File: src/core/rpch_pkg.sv
// Package for the reader peripheral command handler: opcodes, lengths,
// sleep option codes and timing counts.
// Assumes a 20 MHz system clock.
package rpch_pkg;

    localparam logic [7:0] ESC_WIRELESS_CODE = 8'h6b;

    localparam int OFS_OPCODE  = 0;
    localparam int OFS_COUNT   = 1;
    localparam int OFS_PAYLOAD = 2;

    localparam logic [7:0] OP_SERIAL   = 8'h02;
    localparam logic [7:0] OP_CHAL     = 8'h03;
    localparam logic [7:0] OP_VERSION  = 8'h04;
    localparam logic [7:0] OP_KEY      = 8'h07;
    localparam logic [7:0] OP_SLEEP    = 8'h0d;
    localparam logic [7:0] OP_ADDR     = 8'h0e;
    localparam logic [7:0] REPLY_BIT   = 8'h80;

    localparam logic [7:0] LEN_NONE    = 8'h00;
    localparam logic [7:0] LEN_ONE     = 8'h01;
    localparam logic [7:0] LEN_CHAL    = 8'h10;
    localparam logic [7:0] LEN_KEY     = 8'h20;
    localparam logic [7:0] LEN_ADDR    = 8'h06;

    localparam logic [7:0] ST_OK       = 8'h00;
    localparam logic [7:0] ST_FAIL     = 8'h01;

    localparam logic [7:0] SLEEP_60    = 8'h00;
    localparam logic [7:0] SLEEP_90    = 8'h01;
    localparam logic [7:0] SLEEP_120   = 8'h02;
    localparam logic [7:0] SLEEP_180   = 8'h03;
    localparam logic [7:0] SLEEP_OFF   = 8'h04;

    localparam int CLK_HZ          = 20_000_000;
    localparam int IDLE_60_S       = 60;
    localparam int IDLE_90_S       = 90;
    localparam int IDLE_120_S      = 120;
    localparam int IDLE_180_S      = 180;
    localparam longint IDLE_60_CYC  = longint'(IDLE_60_S) * CLK_HZ;
    localparam longint IDLE_90_CYC  = longint'(IDLE_90_S) * CLK_HZ;
    localparam longint IDLE_120_CYC = longint'(IDLE_120_S) * CLK_HZ;
    localparam longint IDLE_180_CYC = longint'(IDLE_180_S) * CLK_HZ;

    localparam int LFSR_SEED       = 32'h1;

    typedef enum logic [1:0] {
        RPCH_LINK_USB,
        RPCH_LINK_WIRELESS
    } rpch_link_t;

endpackage : rpch_pkg

File: src/core/rpch_sleep_if.sv
// Interface between the command core and the idle-sleep timer.
// Assumes both ends run on the same clock.
`timescale 1ns/1ps
interface rpch_sleep_if;
    logic       activity;
    logic       load;
    logic [2:0] sel;
    logic       sleep;

    modport ctrl  (output activity, output load, output sel, input sleep);
    modport timer (input activity, input load, input sel, output sleep);
endinterface : rpch_sleep_if

File: src/core/rpch_core.sv
// Peripheral-control command interpreter of a card reader.
// Assumes the transport layer has already removed the escape wrapper
// (code 6b on the wireless link, class escape on USB) and presents the
// request bytes one at a time, framed by i_req_last.
//
// Operation
// [RULE1] Requests arrive inside the wireless or USB escape wrapper.
// [RULE2] Byte 0 opcode, byte 1 payload count, payload from byte 2.
// [RULE3] Serial request 02h/00h replies 82h, serial size, serial bytes.
// [RULE4] Challenge request 03h/00h replies 83h, 10h, sixteen random bytes.
// [RULE5] Host encrypts challenge under master key with AES.
// [RULE6] Challenge served only over the wireless link.
// [RULE7] Version request 04h/00h replies 84h, length, ASCII version.
// [RULE8] Key rewrite is 07h with 20h encrypted payload bytes.
// [RULE9] Rewrite payload: encrypted challenge then encrypted new key.
// [RULE10] Key rewrite answered 87h, 01h, status 00h or 01h.
// [RULE11] Sleep after sixty idle seconds by default.
// [RULE12] Sleep option 0Dh/01h selects 60,90,120,180 s or off.
// [RULE13] Sleep option answered 8Dh, 01h, status byte.
// [RULE14] Address request 0Eh/00h replies 8Eh, 06h, six address bytes.
// [RULE15] Address served only over USB.
// [RULE16] Any request or reply restarts idle; bad sleep value fails.
// [RULE17] Reply opcode is request opcode with top bit set.
`timescale 1ns/1ps
module rpch_core #(
    parameter int     SERIAL_LEN  = 10,
    parameter int     VERSION_LEN = 5,
    parameter logic [SERIAL_LEN*8-1:0]  SERIAL  = '1,
    // Version text "V1.00"; value arbitrary
    parameter logic [VERSION_LEN*8-1:0] VERSION = 40'h56312e3030,
    // Radio address; value arbitrary
    parameter logic [47:0]              RADIO_ADDR = 48'h0a0b0c0d0e0f,
    parameter logic [127:0]             KEY_INIT = '0,
    parameter longint T60  = rpch_pkg::IDLE_60_CYC,
    parameter longint T90  = rpch_pkg::IDLE_90_CYC,
    parameter longint T120 = rpch_pkg::IDLE_120_CYC,
    parameter longint T180 = rpch_pkg::IDLE_180_CYC
) (
    input  wire logic         i_clk,
    input  wire logic         i_rst,
    input  wire logic         i_link_wireless,
    input  wire logic         i_req_valid,
    input  wire logic [7:0]   i_req_data,
    input  wire logic         i_req_last,
    output logic              o_req_ready,
    output logic              o_rep_valid,
    output logic [7:0]        o_rep_data,
    output logic              o_rep_last,
    input  wire logic         i_rep_ready,
    output logic              o_key_check_valid,
    output logic [127:0]      o_key_check_cipher,
    output logic [127:0]      o_key_check_challenge,
    output logic [127:0]      o_key_check_new_cipher,
    input  wire logic         i_key_check_done,
    input  wire logic         i_key_check_ok,
    input  wire logic [127:0] i_key_check_new_key,
    output logic [127:0]      o_master_key,
    output logic              o_sleep
);
    typedef enum {
        RPCH_RX, RPCH_CHECK, RPCH_TX
    } rpch_state_t;

    localparam int BUF_LEN = 34;
    localparam int REP_MAX = 18;

    rpch_state_t  state;
    logic [7:0]   rx_buf [BUF_LEN];
    logic [7:0]   tx_buf [REP_MAX];
    logic [5:0]   rx_idx;
    logic [4:0]   tx_idx;
    logic [4:0]   tx_len;
    logic [31:0]  lfsr;
    logic [31:0]  lfsr_rot;
    logic [31:0]  lfsr_mix;
    logic [127:0] challenge;
    logic         chal_ok;
    logic [127:0] master_key;
    logic [7:0]   opcode;
    logic [7:0]   count;
    logic         accept;
    logic         send;

    rpch_sleep_if sl ();

    rpch_idle_timer #(
        .T60  (T60),
        .T90  (T90),
        .T120 (T120),
        .T180 (T180)
    ) u_timer (
        .i_clk (i_clk),
        .i_rst (i_rst),
        .sl    (sl)
    );

    assign opcode      = rx_buf[rpch_pkg::OFS_OPCODE];
    assign count       = rx_buf[rpch_pkg::OFS_COUNT];
    assign o_req_ready = (state == RPCH_RX);
    assign accept      = i_req_valid && o_req_ready;
    assign send        = o_rep_valid && i_rep_ready;
    assign o_rep_valid = (state == RPCH_TX) && tx_len != 5'h0;
    assign o_rep_data  = tx_buf[tx_idx];
    assign o_rep_last  = (tx_idx == tx_len - 5'h1);
    assign o_master_key = master_key;
    assign o_sleep     = sl.sleep;

    // [RULE16] Requests and replies count as activity
    assign sl.activity = accept || send;

    // ----------------------------------------------------------------
    // Request capture
    // ----------------------------------------------------------------
    // [RULE1] [RULE2] Unwrapped bytes stored by offset
    always_ff @(posedge i_clk)
    begin
        if (i_rst)
            rx_idx <= 6'h0;
        else if (accept)
            rx_idx <= i_req_last ? 6'h0 : rx_idx + 6'h1;
    end

    // Bytes past the buffer are dropped until rx_idx wraps at 64; later bytes then overwrite the opcode and count bytes
    always_ff @(posedge i_clk)
    begin
        if (accept && rx_idx < 6'(BUF_LEN))
            rx_buf[rx_idx] <= i_req_data;
    end

    // ----------------------------------------------------------------
    // Challenge source
    // ----------------------------------------------------------------
    // Free-running LFSR; a true entropy source would replace it
    always_ff @(posedge i_clk)
    begin
        if (i_rst)
            lfsr <= 32'(rpch_pkg::LFSR_SEED);
        else
            lfsr <= {lfsr[30:0], lfsr[31] ^ lfsr[21] ^ lfsr[1] ^ lfsr[0]};
    end

    assign lfsr_rot = {lfsr[15:0], lfsr[31:16]};
    assign lfsr_mix = lfsr ^ 32'h5a5a5a5a;

    // ----------------------------------------------------------------
    // Sequencer and reply build
    // ----------------------------------------------------------------
    always_ff @(posedge i_clk)
    begin
        if (i_rst)
            state <= RPCH_RX;
        else
            case (state)
                RPCH_RX:
                    if (accept && i_req_last)
                        state <= RPCH_CHECK;
                RPCH_CHECK:
                    if (opcode != rpch_pkg::OP_KEY || count !=
                        rpch_pkg::LEN_KEY || i_key_check_done)
                        state <= RPCH_TX;
                // Refused request leaves an empty reply: one idle cycle
                RPCH_TX:
                    if (tx_len == 5'h0 || send && o_rep_last)
                        state <= RPCH_RX;
                default:
                    state <= RPCH_RX;
            endcase
    end

    always_ff @(posedge i_clk)
    begin
        if (i_rst || state == RPCH_RX)
            tx_idx <= 5'h0;
        else if (send)
            tx_idx <= tx_idx + 5'h1;
    end

    // [RULE5] [RULE9] Key check sees challenge and new key halves
    always_comb
    begin
        o_key_check_valid = (state == RPCH_CHECK) && tx_len == 5'h0 &&
                            opcode == rpch_pkg::OP_KEY &&
                            count == rpch_pkg::LEN_KEY;
        o_key_check_challenge = challenge;
        for (int i = 0; i < 16; i++)
        begin
            o_key_check_cipher[127-8*i -: 8]     = rx_buf[2+i];
            o_key_check_new_cipher[127-8*i -: 8] = rx_buf[18+i];
        end
    end

    always_ff @(posedge i_clk)
    begin
        if (i_rst)
            master_key <= KEY_INIT;
        // [RULE8] Only a checked rewrite changes key
        else if (o_key_check_valid && i_key_check_done && i_key_check_ok
                 && chal_ok)
            master_key <= i_key_check_new_key;
    end

    always_ff @(posedge i_clk)
    begin
        if (i_rst)
        begin
            challenge <= '0;
            chal_ok   <= 1'b0;
        end
        else if (state == RPCH_CHECK && tx_len == 5'h0 &&
                 opcode == rpch_pkg::OP_CHAL && count ==
                 rpch_pkg::LEN_NONE && i_link_wireless)
        begin
            challenge <= {lfsr, ~lfsr, lfsr_rot, lfsr_mix};
            chal_ok   <= 1'b1;
        end
        // Challenge is single use
        else if (o_key_check_valid && i_key_check_done)
            chal_ok <= 1'b0;
    end

    always_ff @(posedge i_clk)
    begin
        sl.load <= 1'b0;
        sl.sel  <= 3'h0;
        if (i_rst || state != RPCH_CHECK)
            tx_len <= (state == RPCH_TX) ? tx_len : 5'h0;
        else if (tx_len == 5'h0)
        begin
            // [RULE17] Reply opcode has top bit set
            tx_buf[rpch_pkg::OFS_OPCODE] <= opcode | rpch_pkg::REPLY_BIT;
            case (opcode)
                // [RULE3] Serial number reply
                rpch_pkg::OP_SERIAL:
                    if (count == rpch_pkg::LEN_NONE)
                    begin
                        tx_buf[1] <= 8'(SERIAL_LEN);
                        for (int i = 0; i < SERIAL_LEN; i++)
                            tx_buf[2+i] <= SERIAL[SERIAL_LEN*8-1-8*i -: 8];
                        tx_len <= 5'(SERIAL_LEN + 2);
                    end
                // [RULE4] [RULE6] Challenge over wireless only
                rpch_pkg::OP_CHAL:
                    if (count == rpch_pkg::LEN_NONE && i_link_wireless)
                    begin
                        tx_buf[1] <= rpch_pkg::LEN_CHAL;
                        for (int i = 0; i < 4; i++)
                        begin
                            tx_buf[2+i]  <= lfsr[31-8*i -: 8];
                            tx_buf[6+i]  <= ~lfsr[31-8*i -: 8];
                            tx_buf[10+i] <= lfsr_rot[31-8*i -: 8];
                            tx_buf[14+i] <= lfsr_mix[31-8*i -: 8];
                        end
                        tx_len <= 5'h12;
                    end
                // [RULE7] Version string reply
                rpch_pkg::OP_VERSION:
                    if (count == rpch_pkg::LEN_NONE)
                    begin
                        tx_buf[1] <= 8'(VERSION_LEN);
                        for (int i = 0; i < VERSION_LEN; i++)
                            tx_buf[2+i] <= VERSION[VERSION_LEN*8-1-8*i -: 8];
                        tx_len <= 5'(VERSION_LEN + 2);
                    end
                // [RULE10] Rewrite status after check
                rpch_pkg::OP_KEY:
                    if (count == rpch_pkg::LEN_KEY && i_key_check_done)
                    begin
                        tx_buf[1] <= rpch_pkg::LEN_ONE;
                        tx_buf[2] <= (i_key_check_ok && chal_ok) ?
                                     rpch_pkg::ST_OK : rpch_pkg::ST_FAIL;
                        tx_len <= 5'h3;
                    end
                // [RULE13] Sleep option status reply
                rpch_pkg::OP_SLEEP:
                    if (count == rpch_pkg::LEN_ONE)
                    begin
                        tx_buf[1] <= rpch_pkg::LEN_ONE;
                        // [RULE16] Values above 04h fail
                        if (rx_buf[2] <= rpch_pkg::SLEEP_OFF)
                        begin
                            tx_buf[2] <= rpch_pkg::ST_OK;
                            // [RULE12] Store selected interval
                            sl.load   <= 1'b1;
                            sl.sel    <= rx_buf[2][2:0];
                        end
                        else
                            tx_buf[2] <= rpch_pkg::ST_FAIL;
                        tx_len <= 5'h3;
                    end
                // [RULE14] [RULE15] Address over USB only
                rpch_pkg::OP_ADDR:
                    if (count == rpch_pkg::LEN_NONE && !i_link_wireless)
                    begin
                        tx_buf[1] <= rpch_pkg::LEN_ADDR;
                        for (int i = 0; i < 6; i++)
                            tx_buf[2+i] <= RADIO_ADDR[47-8*i -: 8];
                        tx_len <= 5'h8;
                    end
                default:
                    tx_len <= 5'h0;
            endcase
        end
    end
endmodule : rpch_core

File: src/core/rpch_idle_timer.sv
// Idle-sleep countdown with selectable interval.
// Assumes activity pulses are synchronous to i_clk.
`timescale 1ns/1ps
module rpch_idle_timer #(
    parameter longint T60  = rpch_pkg::IDLE_60_CYC,
    parameter longint T90  = rpch_pkg::IDLE_90_CYC,
    parameter longint T120 = rpch_pkg::IDLE_120_CYC,
    parameter longint T180 = rpch_pkg::IDLE_180_CYC
) (
    input  wire logic   i_clk,
    input  wire logic   i_rst,
    rpch_sleep_if.timer sl
);
    logic [2:0]  sel;
    logic [31:0] count;
    logic [31:0] limit;
    logic        sleep_q;

    always_comb
    begin
        case (sel)
            3'h1:    limit = 32'(T90);
            3'h2:    limit = 32'(T120);
            3'h3:    limit = 32'(T180);
            default: limit = 32'(T60);
        endcase
    end

    // [RULE11] Default sixty seconds
    always_ff @(posedge i_clk)
    begin
        if (i_rst)
            sel <= 3'h0;
        else if (sl.load)
            sel <= sl.sel;
    end

    // [RULE16] Activity restarts countdown
    always_ff @(posedge i_clk)
    begin
        if (i_rst || sl.activity || sl.load)
            count <= 32'h0;
        else if (count < limit)
            count <= count + 32'h1;
    end

    always_ff @(posedge i_clk)
    begin
        if (i_rst || sl.activity)
            sleep_q <= 1'b0;
        // [RULE12] Value four disables sleep
        else if (sel == 3'h4)
            sleep_q <= 1'b0;
        else if (count + 32'h1 >= limit)
            sleep_q <= 1'b1;
    end

    assign sl.sleep = sleep_q;
endmodule : rpch_idle_timer

File: config.mk
export PLATFORM = sky130hd
export DESIGN_NAME = rpch_core
export DESIGN_NICKNAME = d
export VERILOG_FILES = /design/src/core/rpch_pkg.sv /design/src/core/rpch_sleep_if.sv /design/src/core/rpch_core.sv /design/src/core/rpch_idle_timer.sv
export SDC_FILE = /design/constraint.sdc
export NUM_CORES = 1
export LEC_CHECK = 0
export ABC_AREA = 1
export ABC_CLOCK_PERIOD_IN_PS = 2700
export BUFFER_PORTS_ARGS = -buffer_cell sky130_fd_sc_hd__buf_4
export CORE_MARGIN = 2
export CORE_UTILIZATION = 25
export DETAILED_ROUTE_END_ITERATION = 7
export GPL_ROUTABILITY_DRIVEN = 1
export PLACE_DENSITY_LB_ADDON = 0.15
export SYNTH_ARGS = -nofsm -noshare
export SYNTH_HDL_FRONTEND = slang
export SYNTH_SLANG_ARGS = --single-unit
File: constraint.sdc
create_clock -name i_clk -period 2.7 [get_ports i_clk]
set_clock_uncertainty 0.05 [all_clocks]
set_input_delay 0.135 -clock i_clk [delete_from_list [all_inputs] [get_ports i_clk]]
set_output_delay 0.135 -clock i_clk [all_outputs]
set_load 0.01 [all_outputs]
Yosys cells after proc, flatten, opt, wreduce, memory -nomap -nowiden

Memories as Yosys holds them, arrays and structs flattened. A register that Yosys moved wholly into a read port is not among the register bits.
Index checks and enable logic that the tools add are counted.

Register bits after elaboration: 377
Output and inout bits: 525
Memory bits (writable): 416
Memories kept: 2
Logic and storage cells: 230
Input port bits: 144

Memories:

| name   | depth | bits a word | read ports | clocked after Yosys merged registers in | wr ports | line            | source |
|---|---|---|---|---|---|---|---|
| rx_buf | 34    | 8           | 34         | 0                                       | 1        | rpch_core.sv:68 | `logic [7:0] rx_buf [BUF_LEN];` |
| tx_buf | 18    | 8           | 1          | 1                                       | 18       | rpch_core.sv:69 | `logic [7:0] tx_buf [REP_MAX];` |

Muxes and demuxes: 96
Order comparisons: 4
Equal/unequal tests: 30
Reduce and logical (&&, ||, !) cells: 39
Bitwise gates (word level): 42
Add/sub/neg operators: 4

Operators by type and width:

| kind                    | number |
|---|---|
| $mux W8                 | 29 |
| $pmux W32 S3            | 2 |
| $mux W32                | 3 |
| $eq A32 B2 Y1 const B   | 2 |
| $logic_not A32 Y1       | 2 |
| $mux W5                 | 11 |
| $mux W1                 | 49 |
| $add A32 B1 Y32 const B | 1 |
| $eq A32 B1 Y1 const B   | 1 |
| $eq A32 B3 Y1 const B   | 1 |
| $ge A32 B32 Y1          | 1 |
| $lt A32 B32 Y1          | 1 |
| $ne A32 B2 Y1 const B   | 1 |
| $not A32 Y32            | 1 |
| $not A8 Y8              | 4 |
| $pmux W5 S6             | 1 |
| $or A1 B1 Y1            | 29 |
| $logic_and A1 B1 Y1     | 19 |
| $eq A8 B2 Y1 const B    | 2 |
| $eq A8 B3 Y1 const B    | 2 |
| $eq A8 B4 Y1 const B    | 2 |
| $not A16 Y16            | 1 |
| $ne A3 B3 Y1 const B    | 4 |
| $eq A8 B1 Y1 const B    | 1 |
| other kinds (27)        | 45 |

Logic depth before layout (Yosys ltp)

Depth in word-level cells: 13
Depth in mapped cells: 20
Gate-level depth less buffers: 20

Hierarchy

A second synthesis with hierarchy kept.

Cell total of the unflattened synthesis: 2642
Area total of the unflattened synthesis: 27212.3 um2

Modules (own cells, without submodules):

| module          | cells each | area each (um2) | instances | sequential area each (um2) |
|---|---|---|---|---|
| rpch_core       | 2143       | 23976.7         | 1         | 16846.2 |
| rpch_idle_timer | 499        | 3235.6          | 1         | 720.7 |

Least setup slack after synthesis

No wires, ideal clock.

Path type: register to register
From: reg u_timer.sel[1]
To: reg u_timer.count[25]
Path buffers: 1
Cell stages (with the launch flop): 19
Slack: 4 ps
Arrival time: 2534 ps
Data required time: 2537 ps
Clock period less this slack: 2696 ps
Library setup time: 113 ps
Cell sequence: dfxtp_1 > inv_1 > nor3_1 > inv_1 > nand2_1 > inv_1 > ha_1 > nand2_1 > inv_1 > o21ai_0 > a21oi_1 > o21ba_1 > nor2_1 > nand2_1 > inv_1 > buf_4 > nand2_1 > nand2_1 > nor2_1

Cells in the longest elaborated chain, start to end: 3
Elaborated cells on any way between the ends: 5
Classes of those cells: order compare (1); eq/ne (3); mux (1)

Ends and longest elaborated chain:

| element                                      | line                  | source |
|---|---|---|
| start: declaration                           | rpch_idle_timer.sv:14 | `logic [2:0] sel;` |
| start signal: assignment                     | rpch_idle_timer.sv:35 | `sel <= sl.sel;` |
| $eq A3 B2 Y1 or $eq A3 B1 Y1 (tied branches) | rpch_idle_timer.sv:21 | `case (sel)` |
| $pmux W32 S3 (*)                             | rpch_idle_timer.sv:21 |  |
| $lt A32 B32 Y1 (*)                           | rpch_idle_timer.sv:43 | `else if (count < limit)` |
| end signal: assignment                       | rpch_idle_timer.sv:44 | `count <= count + 32'h1;` |
| end: declaration                             | rpch_idle_timer.sv:15 | `logic [31:0] count;` |

Every way passes the cells marked *; elsewhere a longest branch is shown, timed or not.
A chain may end at the register's enable or synchronous reset.

Worst setup path in the final report

From: reg u_timer.count[1]
To: reg u_timer.sleep_q, in the netlist u_timer.sl.sleep

Cells in the longest elaborated chain, start to end: 2

Ends and longest elaborated chain:

| element                | line                  | source |
|---|---|---|
| $add A32 B1 Y32        | rpch_idle_timer.sv:54 | `else if (count + 32'h1 >= limit)` |
| $ge A32 B32 Y1         | rpch_idle_timer.sv:54 |  |
| end signal: assignment | rpch_idle_timer.sv:50 | `sleep_q <= 1'b0;` |
| end signal: assignment | rpch_idle_timer.sv:53 | `sleep_q <= 1'b0;` |
| end signal: assignment | rpch_idle_timer.sv:55 | `sleep_q <= 1'b1;` |
| end: declaration       | rpch_idle_timer.sv:17 | `logic sleep_q;` |

Every way passes these cells.

==> impl_metrics.ini <==
[run_status]
status = completed

[place]
routabilityCongestion = 0.830
place_ws_ns = -0.0466
dpl.cell_count = 4616
hpwl_microns = 68000
placed_area_sq_mm = 0.0339
io_buffers = 668

[logic_synthesis]
synth_cell_type_count = 50
ys_seq_area_share_pct = 65.2
synth_nets = 2757
yosys.cell_count.top_type = edfxtp_1
synth_top_cell_by_area = edfxtp_1
avgSynthCellArea_sq_um = 10.5
syn_inst = 2568
synth_seq_cells = 692
synth_edf_count = 371
synth_common_cells = edfxtp_1, dfxtp_1, nand2_1, inv_1, nor2_1
synth_ff_type = edfxtp_1
netlist.area_leader.share_pct = 41.4
ys_warn_count = 0
synthesis.area_sq_mm = 0.0269
async_reset_ff_share_pct = 0
synthTopCellsByArea = edfxtp_1, dfxtp_1, nand2_1

[finish]
area.growth.synth_to_final_pct = 43.6
drive_gt1_share_pct = 31.0
stdcell_count = 4924
fin_util_pct = 36.2
design_area_sq_mm = 0.0387
fin_nets = 3639

[setup_path]
critPathMostFrequentCell = nand2_1
worst_setup_path_start_kind = flop
cp_cell_sequence = ha_4 > nand2_4 > inv_4 > nand2_2 > nor2_4 > buf_4 > nand2_1 > xor2_1 > ha_1 > nand2_1 > nor2_1 > nand2_1 > nor2_1 > nand2_1 > nor2_1 > nand3_1 > nand2_2 > nand3_1 > nand3_1 > nand2_1 > inv_1
r2r_cells = 21
cp.required_ns = 3.25
criticalPathCategory = flop to flop
slowest_delay_ns = 0.35
crit_slowest_cell = dfxtp_2
arrival_ns = 3.12
cp-end-kind = flop
crit_path_max_fanout = 3

[global_routing]
grt_pass1_vias = 21200
grt_overflow_total = 0
grt_antenna_before_repair = 7
grt_max_degree = 84
grt.total_usage_pct = 16.8
grt_pass1_wl_microns = 140000

[clocking]
clk_pin_slew_worst_paths_ns = 0.06
numCtsBuffers = 82
clock_sinks = 692
clock_latency_ns = 0.67
clock-root-buffer = clkbuf_16
cts_tree = built
htree_levels = 3
clockBufferDepth = 3

[timing]
tightest_slew_ns = 0.737
fin_crit_ns = 2.57
fin_setup_tns_ns = 0
worst_hold_slack_ns = 0.226
post-route-period-util_pct = 95.2
hold_viol = 0
rsz0062_at_grt = yes
slew_headroom_pct = 50.5
clock.fmax_ghz = 0.389
setup_viol = 0
finalWorstSetupSlack_ns = 0.129
slew_viol_final = 0

[floorplan]
die_x_microns = 332
die_h_microns = 332
dieArea_sq_mm = 0.110
core-area_sq_mm = 0.107
io-pin-count = 669
num_rows = 120
start_util_pct = 25.2

[route]
wl_per_cell_microns = 19.5
num_vias = 21100
drt_first_iter_violations = 1171
route.detailed.drc = 0
first_pass_iters = 5
viasPerCell = 4.29
antenna_left = 0
routed_wl_microns = 96000

[pwr]
powerDensity_mw_per_mm2 = 608
p_int_mw = 18.3
p_leak_nw = 16.0
pwr-share-comb_pct = 3.3
peakVddDrop_uv = 509
fin_total_pwr_mw = 23.5
clockPowerShare_pct = 49.2
switchingPower_mw = 5.22
pwr-share-seq_pct = 47.5
p_sw_share_pct = 22.2

[hold_path]
worstHoldPathCells = 4
hold_path.class = input port to flop

[job]
maxCapViolations = 0
## cells in the final DEF (no fill, tap or decap), types with 108 or more instances in the layout
| cell type | count |
|---|---|
| nand2_1 | 297 |
| dfxtp_1 | 301 |
| edfxtp_1 | 371 |
| a21oi_1 | 184 |
| inv_1 | 296 |
| nand3_1 | 108 |
| o21ai_0 | 161 |
| dlygate4sd3_1 | 144 |
| buf_4 | 803 |
| nor2_1 | 272 |
## critical path, delay by kind of cell (launching register included)
family / cells / cell delay [ns]
buffers and inverters: 3 / 0.27
AND/OR/NAND/NOR: 15 / 1.22
flip-flops: 1 / 0.35
XOR/XNOR: 1 / 0.17
adder cells (fa/ha/maj): 2 / 0.44
## path summary, 6_finish.rpt
path | start | to | slack, ns
setup / recovery | u_timer.count[1] | u_timer.sl.sleep | 0.13
hold / removal | i_key_check_new_key[28] | o_master_key[28] | 0.23
setup reg to reg | u_timer.count[1] | u_timer.sl.sleep | 0.13
hold reg to reg | lfsr[10] | tx_buf[16][2] | 0.38
## per-layer routing
layer / GRT usage (%) / share of wire, % / vias up
met3: 5.84 / 8.0 / 148
met5: 0 / 0.029 / -
met1: 19.5 / 40 / 10000
li1: - / - / 10400
met2: 28.5 / 49 / 576
met4: 6.16 / 3.3 / 4
## power by group through the flow
stage | sequential, mW | combinational (mW) | clock, mW
after floorplan | 11.4 | 0.232 | 0
after global placement | 11.4 | 0.603 | 0
after detailed placement | 11.4 | 0.607 | 0
after CTS | 11.2 | 0.791 | 11.9
after global routing | 11.2 | 0.856 | 12.3
final | 11.2 | 0.777 | 11.6
## final cells by class
type	instances	area (sq um)
Sequential cell	692	17600
Inverter	315	1200
Multi-Input combinational cell	1390	7410
Antenna cell	3	7.51
Clock buffer	105	2230
Timing Repair Buffer	969	7870
Tap cell	1403	1760
Clock inverter	47	602
Fill cell	10900	68200
## sequential cells by signal (all words and copies together), names as in the netlist, named ones only
name,count
chal_ok,1
lfsr,32
o_key_check_challenge,64
o_master_key,128
rx_buf,272
rx_idx,6
sl.load,1
sl.sel,3
state,2
tx_buf,132
tx_idx,5
tx_len,5
u_timer.count,32
u_timer.sel,3
u_timer.sl.sleep,1
## what timing repair did
item                                    4_1_cts  5_1_grt
cloned                                        1        1
hold buffers                                144        0
endpoints found under the hold margin       453        0
gates resized for setup                      24       89
endpoints found under the setup margin        7       39
setup buffers                                 3        5
pin swaps                                     2       33
## cell families (layout without fill, tap and decap cells)
kind of cell / after synthesis / after routing / synth area share [%]
simple gates: 806 / 806 / 13.2
compound gates: 510 / 510 / 10.0
flops: 692 / 692 / 65.2
fa+ha+maj: 45 / 45 / 2.09
buf+inv: 486 / 1436 / 8.52
other cells: 0 / 3 / 0
xor+xnor: 29 / 29 / 0.943
(Power assumes the default switching activity.)
